===== config.mk =====
export PLATFORM = sky130hd
export DESIGN_NAME = sacr_regs
export DESIGN_NICKNAME = d
export VERILOG_FILES = /design/src/sacr_pkg.sv /design/src/sacr_byte_bank.sv /design/src/sacr_regs.sv
export SDC_FILE = /design/constraint.sdc
export NUM_CORES = 2
export LEC_CHECK = 0
export ABC_AREA = 1
export BUFFER_PORTS_ARGS = -buffer_cell sky130_fd_sc_hd__buf_2
export CAP_MARGIN = 30
export CELL_PAD_IN_SITES_DETAIL_PLACEMENT = 1
export CELL_PAD_IN_SITES_GLOBAL_PLACEMENT = 2
export CORE_ASPECT_RATIO = 0.9
export CORE_UTILIZATION = 37
export CTS_CLUSTER_SIZE = 20
export DETAILED_ROUTE_END_ITERATION = 12
export PLACE_DENSITY_LB_ADDON = 0.1
export SYNTH_ARGS = -nofsm -noshare
export SYNTH_HDL_FRONTEND = slang
export SYNTH_SLANG_ARGS = --single-unit
export TNS_END_PERCENT = 100

===== constraint.sdc =====
create_clock -name clock_i -period 3.6 [get_ports clock_i]
set_input_delay 0.36 -clock clock_i [delete_from_list [all_inputs] [get_ports clock_i]]
set_output_delay 0.36 -clock clock_i [all_outputs]
set_load 0.005 [all_outputs]

===== src/sacr_pkg.sv =====
package sacr_pkg;

  // ----------------------------------------------------------------
  // Register addresses
  // ----------------------------------------------------------------
  localparam logic [6:0] IRQ_MASK_ADDR   = 7'h1d;
  localparam logic [6:0] MUTE_DEEM_ADDR  = 7'h1e;
  localparam logic [6:0] PREAMBLE_ADDR   = 7'h1f;
  localparam logic [6:0] RX_CS_BASE      = 7'h20;
  localparam logic [6:0] RX_CS_LAST      = 7'h37;
  localparam logic [6:0] TX_CS_BASE      = 7'h38;
  localparam logic [6:0] TX_CS_LAST      = 7'h4f;
  localparam logic [6:0] UB_PTR_ADDR     = 7'h50;
  localparam logic [6:0] UB_DATA_ADDR    = 7'h51;

  // ----------------------------------------------------------------
  // Field positions
  // ----------------------------------------------------------------
  localparam int MASK_SRC_ERR_BIT  = 7;
  localparam int MASK_TX_COLL_BIT  = 6;
  localparam int MASK_TX_UB_BIT    = 5;
  localparam int MASK_TX_CSB_BIT   = 4;
  localparam int MASK_RSVD_BIT     = 3;
  localparam int MASK_RX_UB_BIT    = 2;
  localparam int MASK_RX_CSB_BIT   = 1;
  localparam int MASK_RX_ERR_BIT   = 0;
  localparam int SILENCE_BIT       = 5;
  localparam int DEEM_LSB          = 1;
  localparam int PRO_FLAG_BIT      = 0;

  // ----------------------------------------------------------------
  // Reset values and sizes
  // ----------------------------------------------------------------
  localparam logic [7:0] IRQ_MASK_RST  = 8'h00;
  localparam logic [7:0] MUTE_DEEM_RST = 8'h00;
  localparam logic [7:0] UB_PTR_RST    = 8'h00;
  localparam logic [7:0] WRITABLE_MASK = 8'hf7;
  localparam logic [7:0] MUTE_WR_MASK  = 8'h26;
  localparam int         CS_BYTES      = 24;
  localparam int         UB_DEPTH      = 256;

  // ----------------------------------------------------------------
  // Types
  // ----------------------------------------------------------------
  typedef enum logic [1:0] {
    SACR_DEEM_NONE = 2'b00,
    SACR_DEEM_32K  = 2'b01,
    SACR_DEEM_44K1 = 2'b10,
    SACR_DEEM_48K  = 2'b11
  } sacr_deem_t;

endpackage


===== src/sacr_byte_bank.sv =====
`timescale 1ns/100ps
module sacr_byte_bank #(
  parameter int DEPTH = 24,
  parameter int AW    = 5
) (
  input  wire logic          clock_i,
  input  wire logic          rst_i,
  input  wire logic          wr_en_i,
  input  wire logic [AW-1:0] wr_idx_i,
  input  wire logic [7:0]    wr_data_i,
  input  wire logic [AW-1:0] rd_idx_i,
  output logic      [7:0]    rd_data_o
);

  // ----------------------------------------------------------------
  // Storage
  // ----------------------------------------------------------------
  logic [7:0] mem_r [DEPTH];

  always_ff @(posedge clock_i) begin
    if (rst_i) begin
      for (int i = 0; i < DEPTH; i++) begin
        mem_r[i] <= 8'h00;
      end
    end else if (wr_en_i && (int'(wr_idx_i) < DEPTH)) begin
      mem_r[wr_idx_i] <= wr_data_i;
    end
  end

  always_comb begin
    if (int'(rd_idx_i) < DEPTH) begin
      rd_data_o = mem_r[rd_idx_i];
    end else begin
      rd_data_o = 8'h00;
    end
  end

endmodule


===== src/sacr_regs.sv =====
// Behaviour
// - Mask bit 7 gates the rate-converter error flag onto the interrupt.
// - Mask bit 6 gates the transmit status copy collision flag.
// - Mask bit 5 gates the transmit user buffer empty flag.
// - Mask bit 4 gates the transmit status block sent flag.
// - Mask bit 2 gates the receive user block arrived flag.
// - Mask bit 1 gates the receive status block flag.
// - Mask bit 0 gates the receiver error flag; bit 3 reserved.
// - Status mismatch flag never raises the interrupt; it has no mask.
// - Bit 5 at 0x1E mutes the transmitter when set.
// - Bits 2:1 at 0x1E select converter de-emphasis: none, 32k, 44.1k, 48k.
// - Bit 3 at 0x1F shows surround CD preamble seen.
// - Bit 2 at 0x1F shows non-audio frames.
// - Bit 1 at 0x1F shows subframe A non-audio.
// - Bit 0 at 0x1F shows subframe B non-audio.
// - Receive channel status is 24 bytes at 0x20 to 0x37.
// - Professional flag lives in bit 0 of the first receive byte.
// - Receive status bytes are host-writable only while status autobuffering.
// - Host-written 24-byte transmit status buffer at 0x38 to 0x4F.
// - While autobuffering, transmitted status comes from the receive buffer.
// - Pointer at 0x50 selects the receive user-bit buffer location.
// - Data port 0x51 reads pointed byte; writable only with user autobuffering.
`timescale 1ns/100ps
module sacr_regs #(
  parameter int CS_DEPTH = sacr_pkg::CS_BYTES,
  parameter int UB_DEPTH = sacr_pkg::UB_DEPTH
) (
  input  wire logic       clock_i,
  input  wire logic       rst_i,
  // Host register port
  input  wire logic       reg_wr_i,
  input  wire logic       reg_rd_i,
  input  wire logic [6:0] reg_addr_i,
  input  wire logic [7:0] reg_wdata_i,
  output logic      [7:0] reg_rdata_o,
  // Interrupt status sources
  input  wire logic       rate_converter_error_flag_i,
  input  wire logic       tx_status_copy_collision_flag_i,
  input  wire logic       tx_user_buffer_empty_flag_i,
  input  wire logic       tx_status_block_sent_flag_i,
  input  wire logic       rx_status_mismatch_flag_i,
  input  wire logic       rx_user_block_arrived_flag_i,
  input  wire logic       rx_status_block_flag_i,
  input  wire logic       receiver_error_flag_i,
  // Preamble detection
  input  wire logic       surround_cd_preamble_seen_i,
  input  wire logic       nonaudio_frame_i,
  input  wire logic       nonaudio_subframe_a_i,
  input  wire logic       nonaudio_subframe_b_i,
  // Autobuffer enables
  input  wire logic       status_autobuffer_i,
  input  wire logic       user_autobuffer_i,
  // Receiver side buffer fill
  input  wire logic       rx_cs_wr_i,
  input  wire logic [4:0] rx_cs_idx_i,
  input  wire logic [7:0] rx_cs_data_i,
  input  wire logic       rx_ub_wr_i,
  input  wire logic [7:0] rx_ub_idx_i,
  input  wire logic [7:0] rx_ub_data_i,
  // Transmitter side status fetch
  input  wire logic [4:0] tx_cs_idx_i,
  output logic      [7:0] tx_cs_data_o,
  // Controls
  output logic            transmitter_silence_o,
  output logic      [1:0] converter_deemphasis_select_o,
  output logic            rx_pro_flag_o,
  output logic            tx_pro_flag_o,
  output logic            irq_o
);

  // ----------------------------------------------------------------
  // Control registers
  // ----------------------------------------------------------------
  logic [7:0] irq_mask_r;
  logic [7:0] mute_deem_r;
  logic [7:0] rx_user_bits_pointer_r;
  logic [7:0] rx_user_bits_mem_r [UB_DEPTH];
  logic [7:0] preamble_r;
  logic [7:0] flags;
  logic       irq_nxt;
  logic [7:0] reg_rdata_nxt;
  logic [7:0] rx_cs_rd;
  logic [7:0] tx_cs_rd;
  logic [7:0] tx_cs_host_rd;
  logic       rx_cs_wr;
  logic [4:0] rx_cs_wr_idx;
  logic [7:0] rx_cs_wr_data;
  logic [4:0] rx_cs_rd_idx;
  logic [4:0] tx_cs_rd_idx;
  logic [7:0] sync1_r;
  logic [7:0] sync2_r;
  logic [7:0] sync3_r;

  function automatic logic in_range(input logic [6:0] a, input logic [6:0] lo,
                                    input logic [6:0] hi);
    in_range = (a >= lo) && (a <= hi);
  endfunction

  function automatic logic [4:0] cs_index(input logic [6:0] a, input logic [6:0] base);
    logic [6:0] d;
    d = a - base;
    cs_index = d[4:0];
  endfunction

  always_ff @(posedge clock_i) begin
    if (rst_i) begin
      irq_mask_r <= sacr_pkg::IRQ_MASK_RST;
    end else if (reg_wr_i && reg_addr_i == sacr_pkg::IRQ_MASK_ADDR) begin
      irq_mask_r <= reg_wdata_i & sacr_pkg::WRITABLE_MASK;
    end
  end

  always_ff @(posedge clock_i) begin
    if (rst_i) begin
      mute_deem_r <= sacr_pkg::MUTE_DEEM_RST;
    end else if (reg_wr_i && reg_addr_i == sacr_pkg::MUTE_DEEM_ADDR) begin
      mute_deem_r <= reg_wdata_i & sacr_pkg::MUTE_WR_MASK;
    end
  end

  // ----------------------------------------------------------------
  // Control outputs
  // ----------------------------------------------------------------
  assign transmitter_silence_o         = mute_deem_r[sacr_pkg::SILENCE_BIT];
  assign converter_deemphasis_select_o =
    mute_deem_r[sacr_pkg::DEEM_LSB +: 2];

  // ----------------------------------------------------------------
  // Preamble status, pins pass three sync flops and a filter flop
  // ----------------------------------------------------------------
  always_ff @(posedge clock_i) begin
    if (rst_i) begin
      sync1_r <= 8'h00;
      sync2_r <= 8'h00;
      sync3_r <= 8'h00;
    end else begin
      sync1_r <= {4'h0, surround_cd_preamble_seen_i, nonaudio_frame_i,
                  nonaudio_subframe_a_i, nonaudio_subframe_b_i};
      sync2_r <= sync1_r;
      sync3_r <= sync2_r;
    end
  end

  always_ff @(posedge clock_i) begin
    if (rst_i) begin
      preamble_r <= 8'h00;
    end else begin
      for (int i = 0; i < 4; i++) begin
        if (sync2_r[i] == sync3_r[i]) begin
          preamble_r[i] <= sync3_r[i];
        end
      end
    end
  end

  // ----------------------------------------------------------------
  // Channel status buffers
  // ----------------------------------------------------------------
  always_comb begin
    rx_cs_wr      = rx_cs_wr_i;
    rx_cs_wr_idx  = rx_cs_idx_i;
    rx_cs_wr_data = rx_cs_data_i;
    if (reg_wr_i && status_autobuffer_i &&
        in_range(reg_addr_i, sacr_pkg::RX_CS_BASE, sacr_pkg::RX_CS_LAST)) begin
      rx_cs_wr      = 1'b1;
      rx_cs_wr_idx  = cs_index(reg_addr_i, sacr_pkg::RX_CS_BASE);
      rx_cs_wr_data = reg_wdata_i;
    end
  end

  // Host owns the transmit read port only while it reads; the receive port goes to the transmitter only while autobuffering
  logic host_rx_rd;
  logic host_tx_rd;

  assign host_rx_rd = reg_rd_i &&
                      in_range(reg_addr_i, sacr_pkg::RX_CS_BASE, sacr_pkg::RX_CS_LAST);
  assign host_tx_rd = reg_rd_i &&
                      in_range(reg_addr_i, sacr_pkg::TX_CS_BASE, sacr_pkg::TX_CS_LAST);

  always_comb begin
    rx_cs_rd_idx = cs_index(reg_addr_i, sacr_pkg::RX_CS_BASE);
    if (status_autobuffer_i && !host_rx_rd) begin
      rx_cs_rd_idx = tx_cs_idx_i;
    end
  end

  always_comb begin
    tx_cs_rd_idx = tx_cs_idx_i;
    if (host_tx_rd) begin
      tx_cs_rd_idx = cs_index(reg_addr_i, sacr_pkg::TX_CS_BASE);
    end
  end

  sacr_byte_bank #(.DEPTH(CS_DEPTH), .AW(5)) u_rx_cs (
    .clock_i   (clock_i),
    .rst_i     (rst_i),
    .wr_en_i   (rx_cs_wr),
    .wr_idx_i  (rx_cs_wr_idx),
    .wr_data_i (rx_cs_wr_data),
    .rd_idx_i  (rx_cs_rd_idx),
    .rd_data_o (rx_cs_rd)
  );

  sacr_byte_bank #(.DEPTH(CS_DEPTH), .AW(5)) u_tx_cs (
    .clock_i   (clock_i),
    .rst_i     (rst_i),
    .wr_en_i   (reg_wr_i && in_range(reg_addr_i, sacr_pkg::TX_CS_BASE,
                                     sacr_pkg::TX_CS_LAST)),
    .wr_idx_i  (cs_index(reg_addr_i, sacr_pkg::TX_CS_BASE)),
    .wr_data_i (reg_wdata_i),
    .rd_idx_i  (tx_cs_rd_idx),
    .rd_data_o (tx_cs_host_rd)
  );

  assign tx_cs_rd      = status_autobuffer_i ? rx_cs_rd : tx_cs_host_rd;

  always_ff @(posedge clock_i) begin
    if (rst_i) begin
      tx_cs_data_o <= 8'h00;
    end else begin
      tx_cs_data_o <= tx_cs_rd;
    end
  end

  // Professional flags of the first bytes
  logic [7:0] rx_first_r;
  logic [7:0] tx_first_r;

  always_ff @(posedge clock_i) begin
    if (rst_i) begin
      rx_first_r <= 8'h00;
    end else if (rx_cs_wr && rx_cs_wr_idx == 5'h0) begin
      rx_first_r <= rx_cs_wr_data;
    end
  end

  always_ff @(posedge clock_i) begin
    if (rst_i) begin
      tx_first_r <= 8'h00;
    end else if (reg_wr_i && reg_addr_i == sacr_pkg::TX_CS_BASE) begin
      tx_first_r <= reg_wdata_i;
    end
  end

  assign rx_pro_flag_o = rx_first_r[sacr_pkg::PRO_FLAG_BIT];
  assign tx_pro_flag_o = status_autobuffer_i ? rx_first_r[sacr_pkg::PRO_FLAG_BIT]
                         : tx_first_r[sacr_pkg::PRO_FLAG_BIT];

  // ----------------------------------------------------------------
  // Receive user-bit buffer
  // ----------------------------------------------------------------
  always_ff @(posedge clock_i) begin
    if (rst_i) begin
      rx_user_bits_pointer_r <= sacr_pkg::UB_PTR_RST;
    end else if (reg_wr_i && reg_addr_i == sacr_pkg::UB_PTR_ADDR) begin
      rx_user_bits_pointer_r <= reg_wdata_i;
    end
  end

  always_ff @(posedge clock_i) begin
    if (rst_i) begin
      for (int i = 0; i < UB_DEPTH; i++) begin
        rx_user_bits_mem_r[i] <= 8'h00;
      end
    end else if (reg_wr_i && user_autobuffer_i && reg_addr_i == sacr_pkg::UB_DATA_ADDR) begin
      rx_user_bits_mem_r[rx_user_bits_pointer_r] <= reg_wdata_i;
    end else if (rx_ub_wr_i) begin
      rx_user_bits_mem_r[rx_ub_idx_i] <= rx_ub_data_i;
    end
  end

  // ----------------------------------------------------------------
  // Interrupt
  // ----------------------------------------------------------------
  assign flags = {rate_converter_error_flag_i, tx_status_copy_collision_flag_i,
                  tx_user_buffer_empty_flag_i, tx_status_block_sent_flag_i,
                  1'b0, rx_user_block_arrived_flag_i, rx_status_block_flag_i,
                  receiver_error_flag_i};

  always_comb begin
    irq_nxt = 1'b0;
    if (flags[sacr_pkg::MASK_SRC_ERR_BIT] && irq_mask_r[sacr_pkg::MASK_SRC_ERR_BIT]) begin
      irq_nxt = 1'b1;
    end
    if (flags[sacr_pkg::MASK_TX_COLL_BIT] && irq_mask_r[sacr_pkg::MASK_TX_COLL_BIT]) begin
      irq_nxt = 1'b1;
    end
    if (flags[sacr_pkg::MASK_TX_UB_BIT] && irq_mask_r[sacr_pkg::MASK_TX_UB_BIT]) begin
      irq_nxt = 1'b1;
    end
    if (flags[sacr_pkg::MASK_TX_CSB_BIT] && irq_mask_r[sacr_pkg::MASK_TX_CSB_BIT]) begin
      irq_nxt = 1'b1;
    end
    if (flags[sacr_pkg::MASK_RX_UB_BIT] && irq_mask_r[sacr_pkg::MASK_RX_UB_BIT]) begin
      irq_nxt = 1'b1;
    end
    if (flags[sacr_pkg::MASK_RX_CSB_BIT] && irq_mask_r[sacr_pkg::MASK_RX_CSB_BIT]) begin
      irq_nxt = 1'b1;
    end
    if (flags[sacr_pkg::MASK_RX_ERR_BIT] && irq_mask_r[sacr_pkg::MASK_RX_ERR_BIT]) begin
      irq_nxt = 1'b1;
    end
  end

  always_ff @(posedge clock_i) begin
    if (rst_i) begin
      irq_o <= 1'b0;
    end else begin
      irq_o <= irq_nxt;
    end
  end

  // ----------------------------------------------------------------
  // Read data
  // ----------------------------------------------------------------
  always_comb begin
    if (reg_addr_i == sacr_pkg::IRQ_MASK_ADDR) begin
      reg_rdata_nxt = irq_mask_r;
    end else if (reg_addr_i == sacr_pkg::MUTE_DEEM_ADDR) begin
      reg_rdata_nxt = mute_deem_r;
    end else if (reg_addr_i == sacr_pkg::PREAMBLE_ADDR) begin
      reg_rdata_nxt = preamble_r;
    end else if (in_range(reg_addr_i, sacr_pkg::RX_CS_BASE, sacr_pkg::RX_CS_LAST)) begin
      reg_rdata_nxt = rx_cs_rd;
    end else if (in_range(reg_addr_i, sacr_pkg::TX_CS_BASE, sacr_pkg::TX_CS_LAST)) begin
      reg_rdata_nxt = tx_cs_host_rd;
    end else if (reg_addr_i == sacr_pkg::UB_PTR_ADDR) begin
      reg_rdata_nxt = rx_user_bits_pointer_r;
    end else if (reg_addr_i == sacr_pkg::UB_DATA_ADDR) begin
      reg_rdata_nxt = rx_user_bits_mem_r[rx_user_bits_pointer_r];
    end else begin
      reg_rdata_nxt = 8'h00;
    end
  end

  always_ff @(posedge clock_i) begin
    if (rst_i) begin
      reg_rdata_o <= 8'h00;
    end else if (reg_rd_i) begin
      reg_rdata_o <= reg_rdata_nxt;
    end
  end

endmodule


==> impl_metrics.csv <==
group,metric,value,unit
logic_synthesis,ys_seq_area_share,66.2,%
power_and_ir_drop,seqPwrFrac,49.9,%
logic_synthesis,synthesis.nets,11658,
power_and_ir_drop,p_leak,53.4,nW
final_layout,drive_gt1_share,13.1,%
place,dp_hpwl,270000,um
power_and_ir_drop,pwr_density_cell,491,nW/um2
floorplanning,die_w,582,um
worst_setup_path,cp_max_fo,43,
logic_synthesis,synth.avg_cell_area,9.68,um2
logic_synthesis,yosys_register_bits,2493,
cts,htreeDepth,5,
worst_setup_path,path_cells,"buf_12 -> buf_4 -> inv_8 -> buf_12 -> buf_12 -> nand2_1 -> nand3_1 -> nand3_1 -> nand3_1 -> nand3_1 -> nand2_1 -> nand2_1 -> nand3_1 -> nand3_1 -> nand2_1 -> nand2_1 -> nand2_1 -> nor2_1 -> nand2_1 -> nand2_1 -> nand2_1 -> nand2_1 -> a21oi_1",
floorplanning,pin_count,91,
cts,max-clock-path-buffers,4,
worst_setup_path,crit_buf_inv,5,
cts,path_clk_slew,0.06,ns
outcome,status,"completed",
final_layout,fillers,33257,
drt,drt-wirelength-per-cell,25.2,um
final_layout,mostFrequentLayoutCell,"nor2_1",
worst_setup_path,cp-start-kind,"flip-flop",
final_layout,design_area,135000,um2
cts,cts_tree,"built",
timing,hold_viol,0,
drt,drtIter0Drc,7943,
timing,holdWs,0.0861,ns
logic_synthesis,syn_inst,11585,
final_layout,finish.utilization,44.9,%
drt,first_pass_iters,5,
timing,finalSetupViolCount,0,
power_and_ir_drop,p_comb_share,7.4,%
cts,insertion_delay,0.91,ns
timing,period_needed,3.54,ns
power_and_ir_drop,power.internal,50.6,mW
worst_setup_path,critical_path_required,4.42,ns
cts,root_buffer,"clkbuf_16",
timing,rsz0062_at_grt,"yes",
global_route,grt_pass1_vias,91196,
worst_setup_path,cpMostUsedCell,"nand2_1",
logic_synthesis,synth_warnings,0,
drt,ant_nets,0,
place,gp_congestion,0.863,
global_route,overflow,0,
logic_synthesis,ys.flop_type,"edfxtp_1",
logic_synthesis,syn-cell-area,112000,um2
logic_synthesis,synth_edf_count,2432,
power_and_ir_drop,switching_share,23.9,%
place,placed_cells,15809,
logic_synthesis,synthArstFlopShare,0,%
final_layout,final_cell_mix,"2927 x nor2_1, 2586 x nand2_1, 2432 x edfxtp_1, 1661 x nand3_1, 765 x buf_4",
timing,finalCritPeriodShare,98.5,%
drt,vias_per_cell,5.43,
timing,slew_viol_final,0,
timing,slew_headroom,36.4,%
place,portBuffers,89,
floorplanning,num_rows,191,
drt,via_count,88749,
job,max-cap-violations,0,
floorplanning,coreArea,301000,um2
worst_setup_path,worst_ep_arrival_time,4.36,ns
floorplanning,dieArea,305000,um2
power_and_ir_drop,irDropWorstVdd,0.000384,V
place,dpl_cell_area,126000,um2
hold_path,hp-class,"in2reg",
worst_setup_path,end_kind,"flip-flop",
final_layout,stdcell_count,16349,
global_route,grt_max_degree,98,
timing,worst_slew_pin_slew,0.953,ns
worst_setup_path,slowest_stage,"dfxtp_4",
final_layout,seq_area,74300,um2
worst_setup_path,critPathKind,"reg2reg",
power_and_ir_drop,power.switching,15.9,mW
final_layout,multi_input_area,34400,um2
power_and_ir_drop,p_clk_share,42.7,%
cts,numCtsBuffers,286,
logic_synthesis,ys_types,32,
global_route,antenna_found_initial,18,
worst_setup_path,max_stage_delay,0.35,ns
floorplanning,start_util,37.2,%
worst_setup_path,critPathTopFamily,"simple AND/OR/NAND/NOR gates",
global_route,grt_pass1_wl,606000,um
final_layout,fin_nets,12255,
drt,drc,0,
drt,drt_wl_total,412000,um
timing,finClkSkew,0.0339,ns
global_route,grt_usage,26.6,%
timing,max_freq,282,MHz
floorplanning,die_h,524,um
cts,clock_sinks,2493,
final_layout,area_growth,20.7,%
==> cell type report <==
cell class                      count  share of cell area [%]
Sequential cell                  2493                    54.9
Multi-Input combinational cell   8095                    25.5
Timing Repair Buffer             1169                    9.03
Clock buffer                      366                    5.71
Tap cell                         3956                    3.66
Clock inverter                    129                   0.816
Inverter                          136                   0.421
Timing Repair inverter              1                 0.00832
Antenna cell                        4                 0.00740
==> cell families after synthesis <==
logic type | after synthesis | synth area share, %
AND/OR/NAND/NOR | 7246 | 26.3
flip-flops | 2493 | 66.2
buffers and inverters | 997 | 3.37
AO/OA/AOI/OAI | 845 | 4.10
adder cells (fa/ha/maj) | 4 | 0.0446
==> metal layers <==
layer,track usage [%],up-vias,wire length [um]
met4,8.16,2,13100
met2,42.8,2261,189000
li1,-,40657,-
met5,0,-,13
met3,3.10,568,21500
met1,37.6,45261,188000
==> flip-flops by register name (all words and copies together), names as in the netlist, 7 cells and up, named ones only <==
| register | flops |
|---|---|
| rx_user_bits_mem_r | 2048 |
| tx_cs_data_o | 8 |
| reg_rdata_o | 8 |
| u_rx_cs.mem_r | 192 |
| irq_mask_r | 7 |
| rx_user_bits_pointer_r | 8 |
| u_tx_cs.mem_r | 192 |
==> path summary, 6_finish.rpt <==
path,from,end,slack (ns),depth (start not counted)
setup reg to reg,flip-flop,reg_rdata_o[0]$_SDFFE_PP0P_,0.06,23
hold reg to reg,sync1_r[1]$_SDFF_PP0_,sync2_r[1]$_SDFF_PP0_,0.40,2
hold / removal,reg_wr_i,mute_deem_r[1]$_SDFFE_PP0P_,0.09,4
setup / recovery,flip-flop,reg_rdata_o[0]$_SDFFE_PP0P_,0.06,23
==> Yosys cell counts, types with 2 or more instances <==
| library cell | instances | area share (%) |
|---|---|---|
| a211oi_1 | 2 | 0.013 |
| a21oi_1 | 76 | 0.34 |
| a311oi_1 | 3 | 0.023 |
| a31oi_1 | 9 | 0.050 |
| buf_1 | 108 | 0.36 |
| buf_2 | 25 | 0.11 |
| clkbuf_1 | 728 | 2.4 |
| clkinv_1 | 15 | 0.050 |
| dfxtp_1 | 61 | 1.1 |
| edfxtp_1 | 2432 | 65 |
| ha_1 | 4 | 0.045 |
| inv_1 | 108 | 0.36 |
| inv_2 | 13 | 0.044 |
| nand2_1 | 2592 | 8.7 |
| nand3_1 | 1664 | 7.4 |
| nand3b_1 | 2 | 0.013 |
| nand4_1 | 6 | 0.033 |
| nor2_1 | 2933 | 9.8 |
| nor2_2 | 2 | 0.011 |
| nor3_1 | 14 | 0.062 |
| nor3_2 | 11 | 0.098 |
| nor4_1 | 2 | 0.011 |
| o211ai_1 | 18 | 0.12 |
| o21ai_0 | 503 | 2.2 |
| o21ai_1 | 25 | 0.11 |
| o21bai_1 | 9 | 0.060 |
| o221ai_1 | 6 | 0.047 |
| o22ai_1 | 193 | 1.1 |
| or2_2 | 18 | 0.10 |
==> power by group through the flow <==
stage          sequential (mW)  combinational, mW  clock [mW]
2_1_floorplan             33.6               2.21           0
3_3_place_gp              33.7               4.81           0
3_5_place_dp              33.8               4.88           0
4_1_cts                   33.2               4.92        29.0
5_1_grt                   33.2               5.24        29.9
6_report                  33.1               4.91        28.4
==> worst min-delay path, delay by kind of cell <==
kind / cells / cell delay (ns)
AO/OA/AOI/OAI: 1 / 0.09
AND/OR/NAND/NOR: 1 / 0.18
buffers and inverters: 2 / 0.29
==> through the flow <==
step           TNS, ns  worst slack, ns  power [mW]
2_1_floorplan        0            0.183        35.8
3_3_place_gp   -210.15           -0.522        38.5
3_5_place_dp   -199.04           -0.506        38.6
4_1_cts              0           0.0399        67.0
5_1_grt        -0.0290          -0.0151        68.4
6_report             0           0.0554        66.5
==> what timing repair did <==
item                                    in CTS  in global routing
hold buffers                                30                  0
hold endpoints to repair                    55                  0
gates cloned                                 0                  4
gates resized for setup                      3                 15
setup buffers                                3                  3
endpoints found under the setup margin       3                  6
pin swaps                                    0                  1
Power figures use the tool's default switching activity.
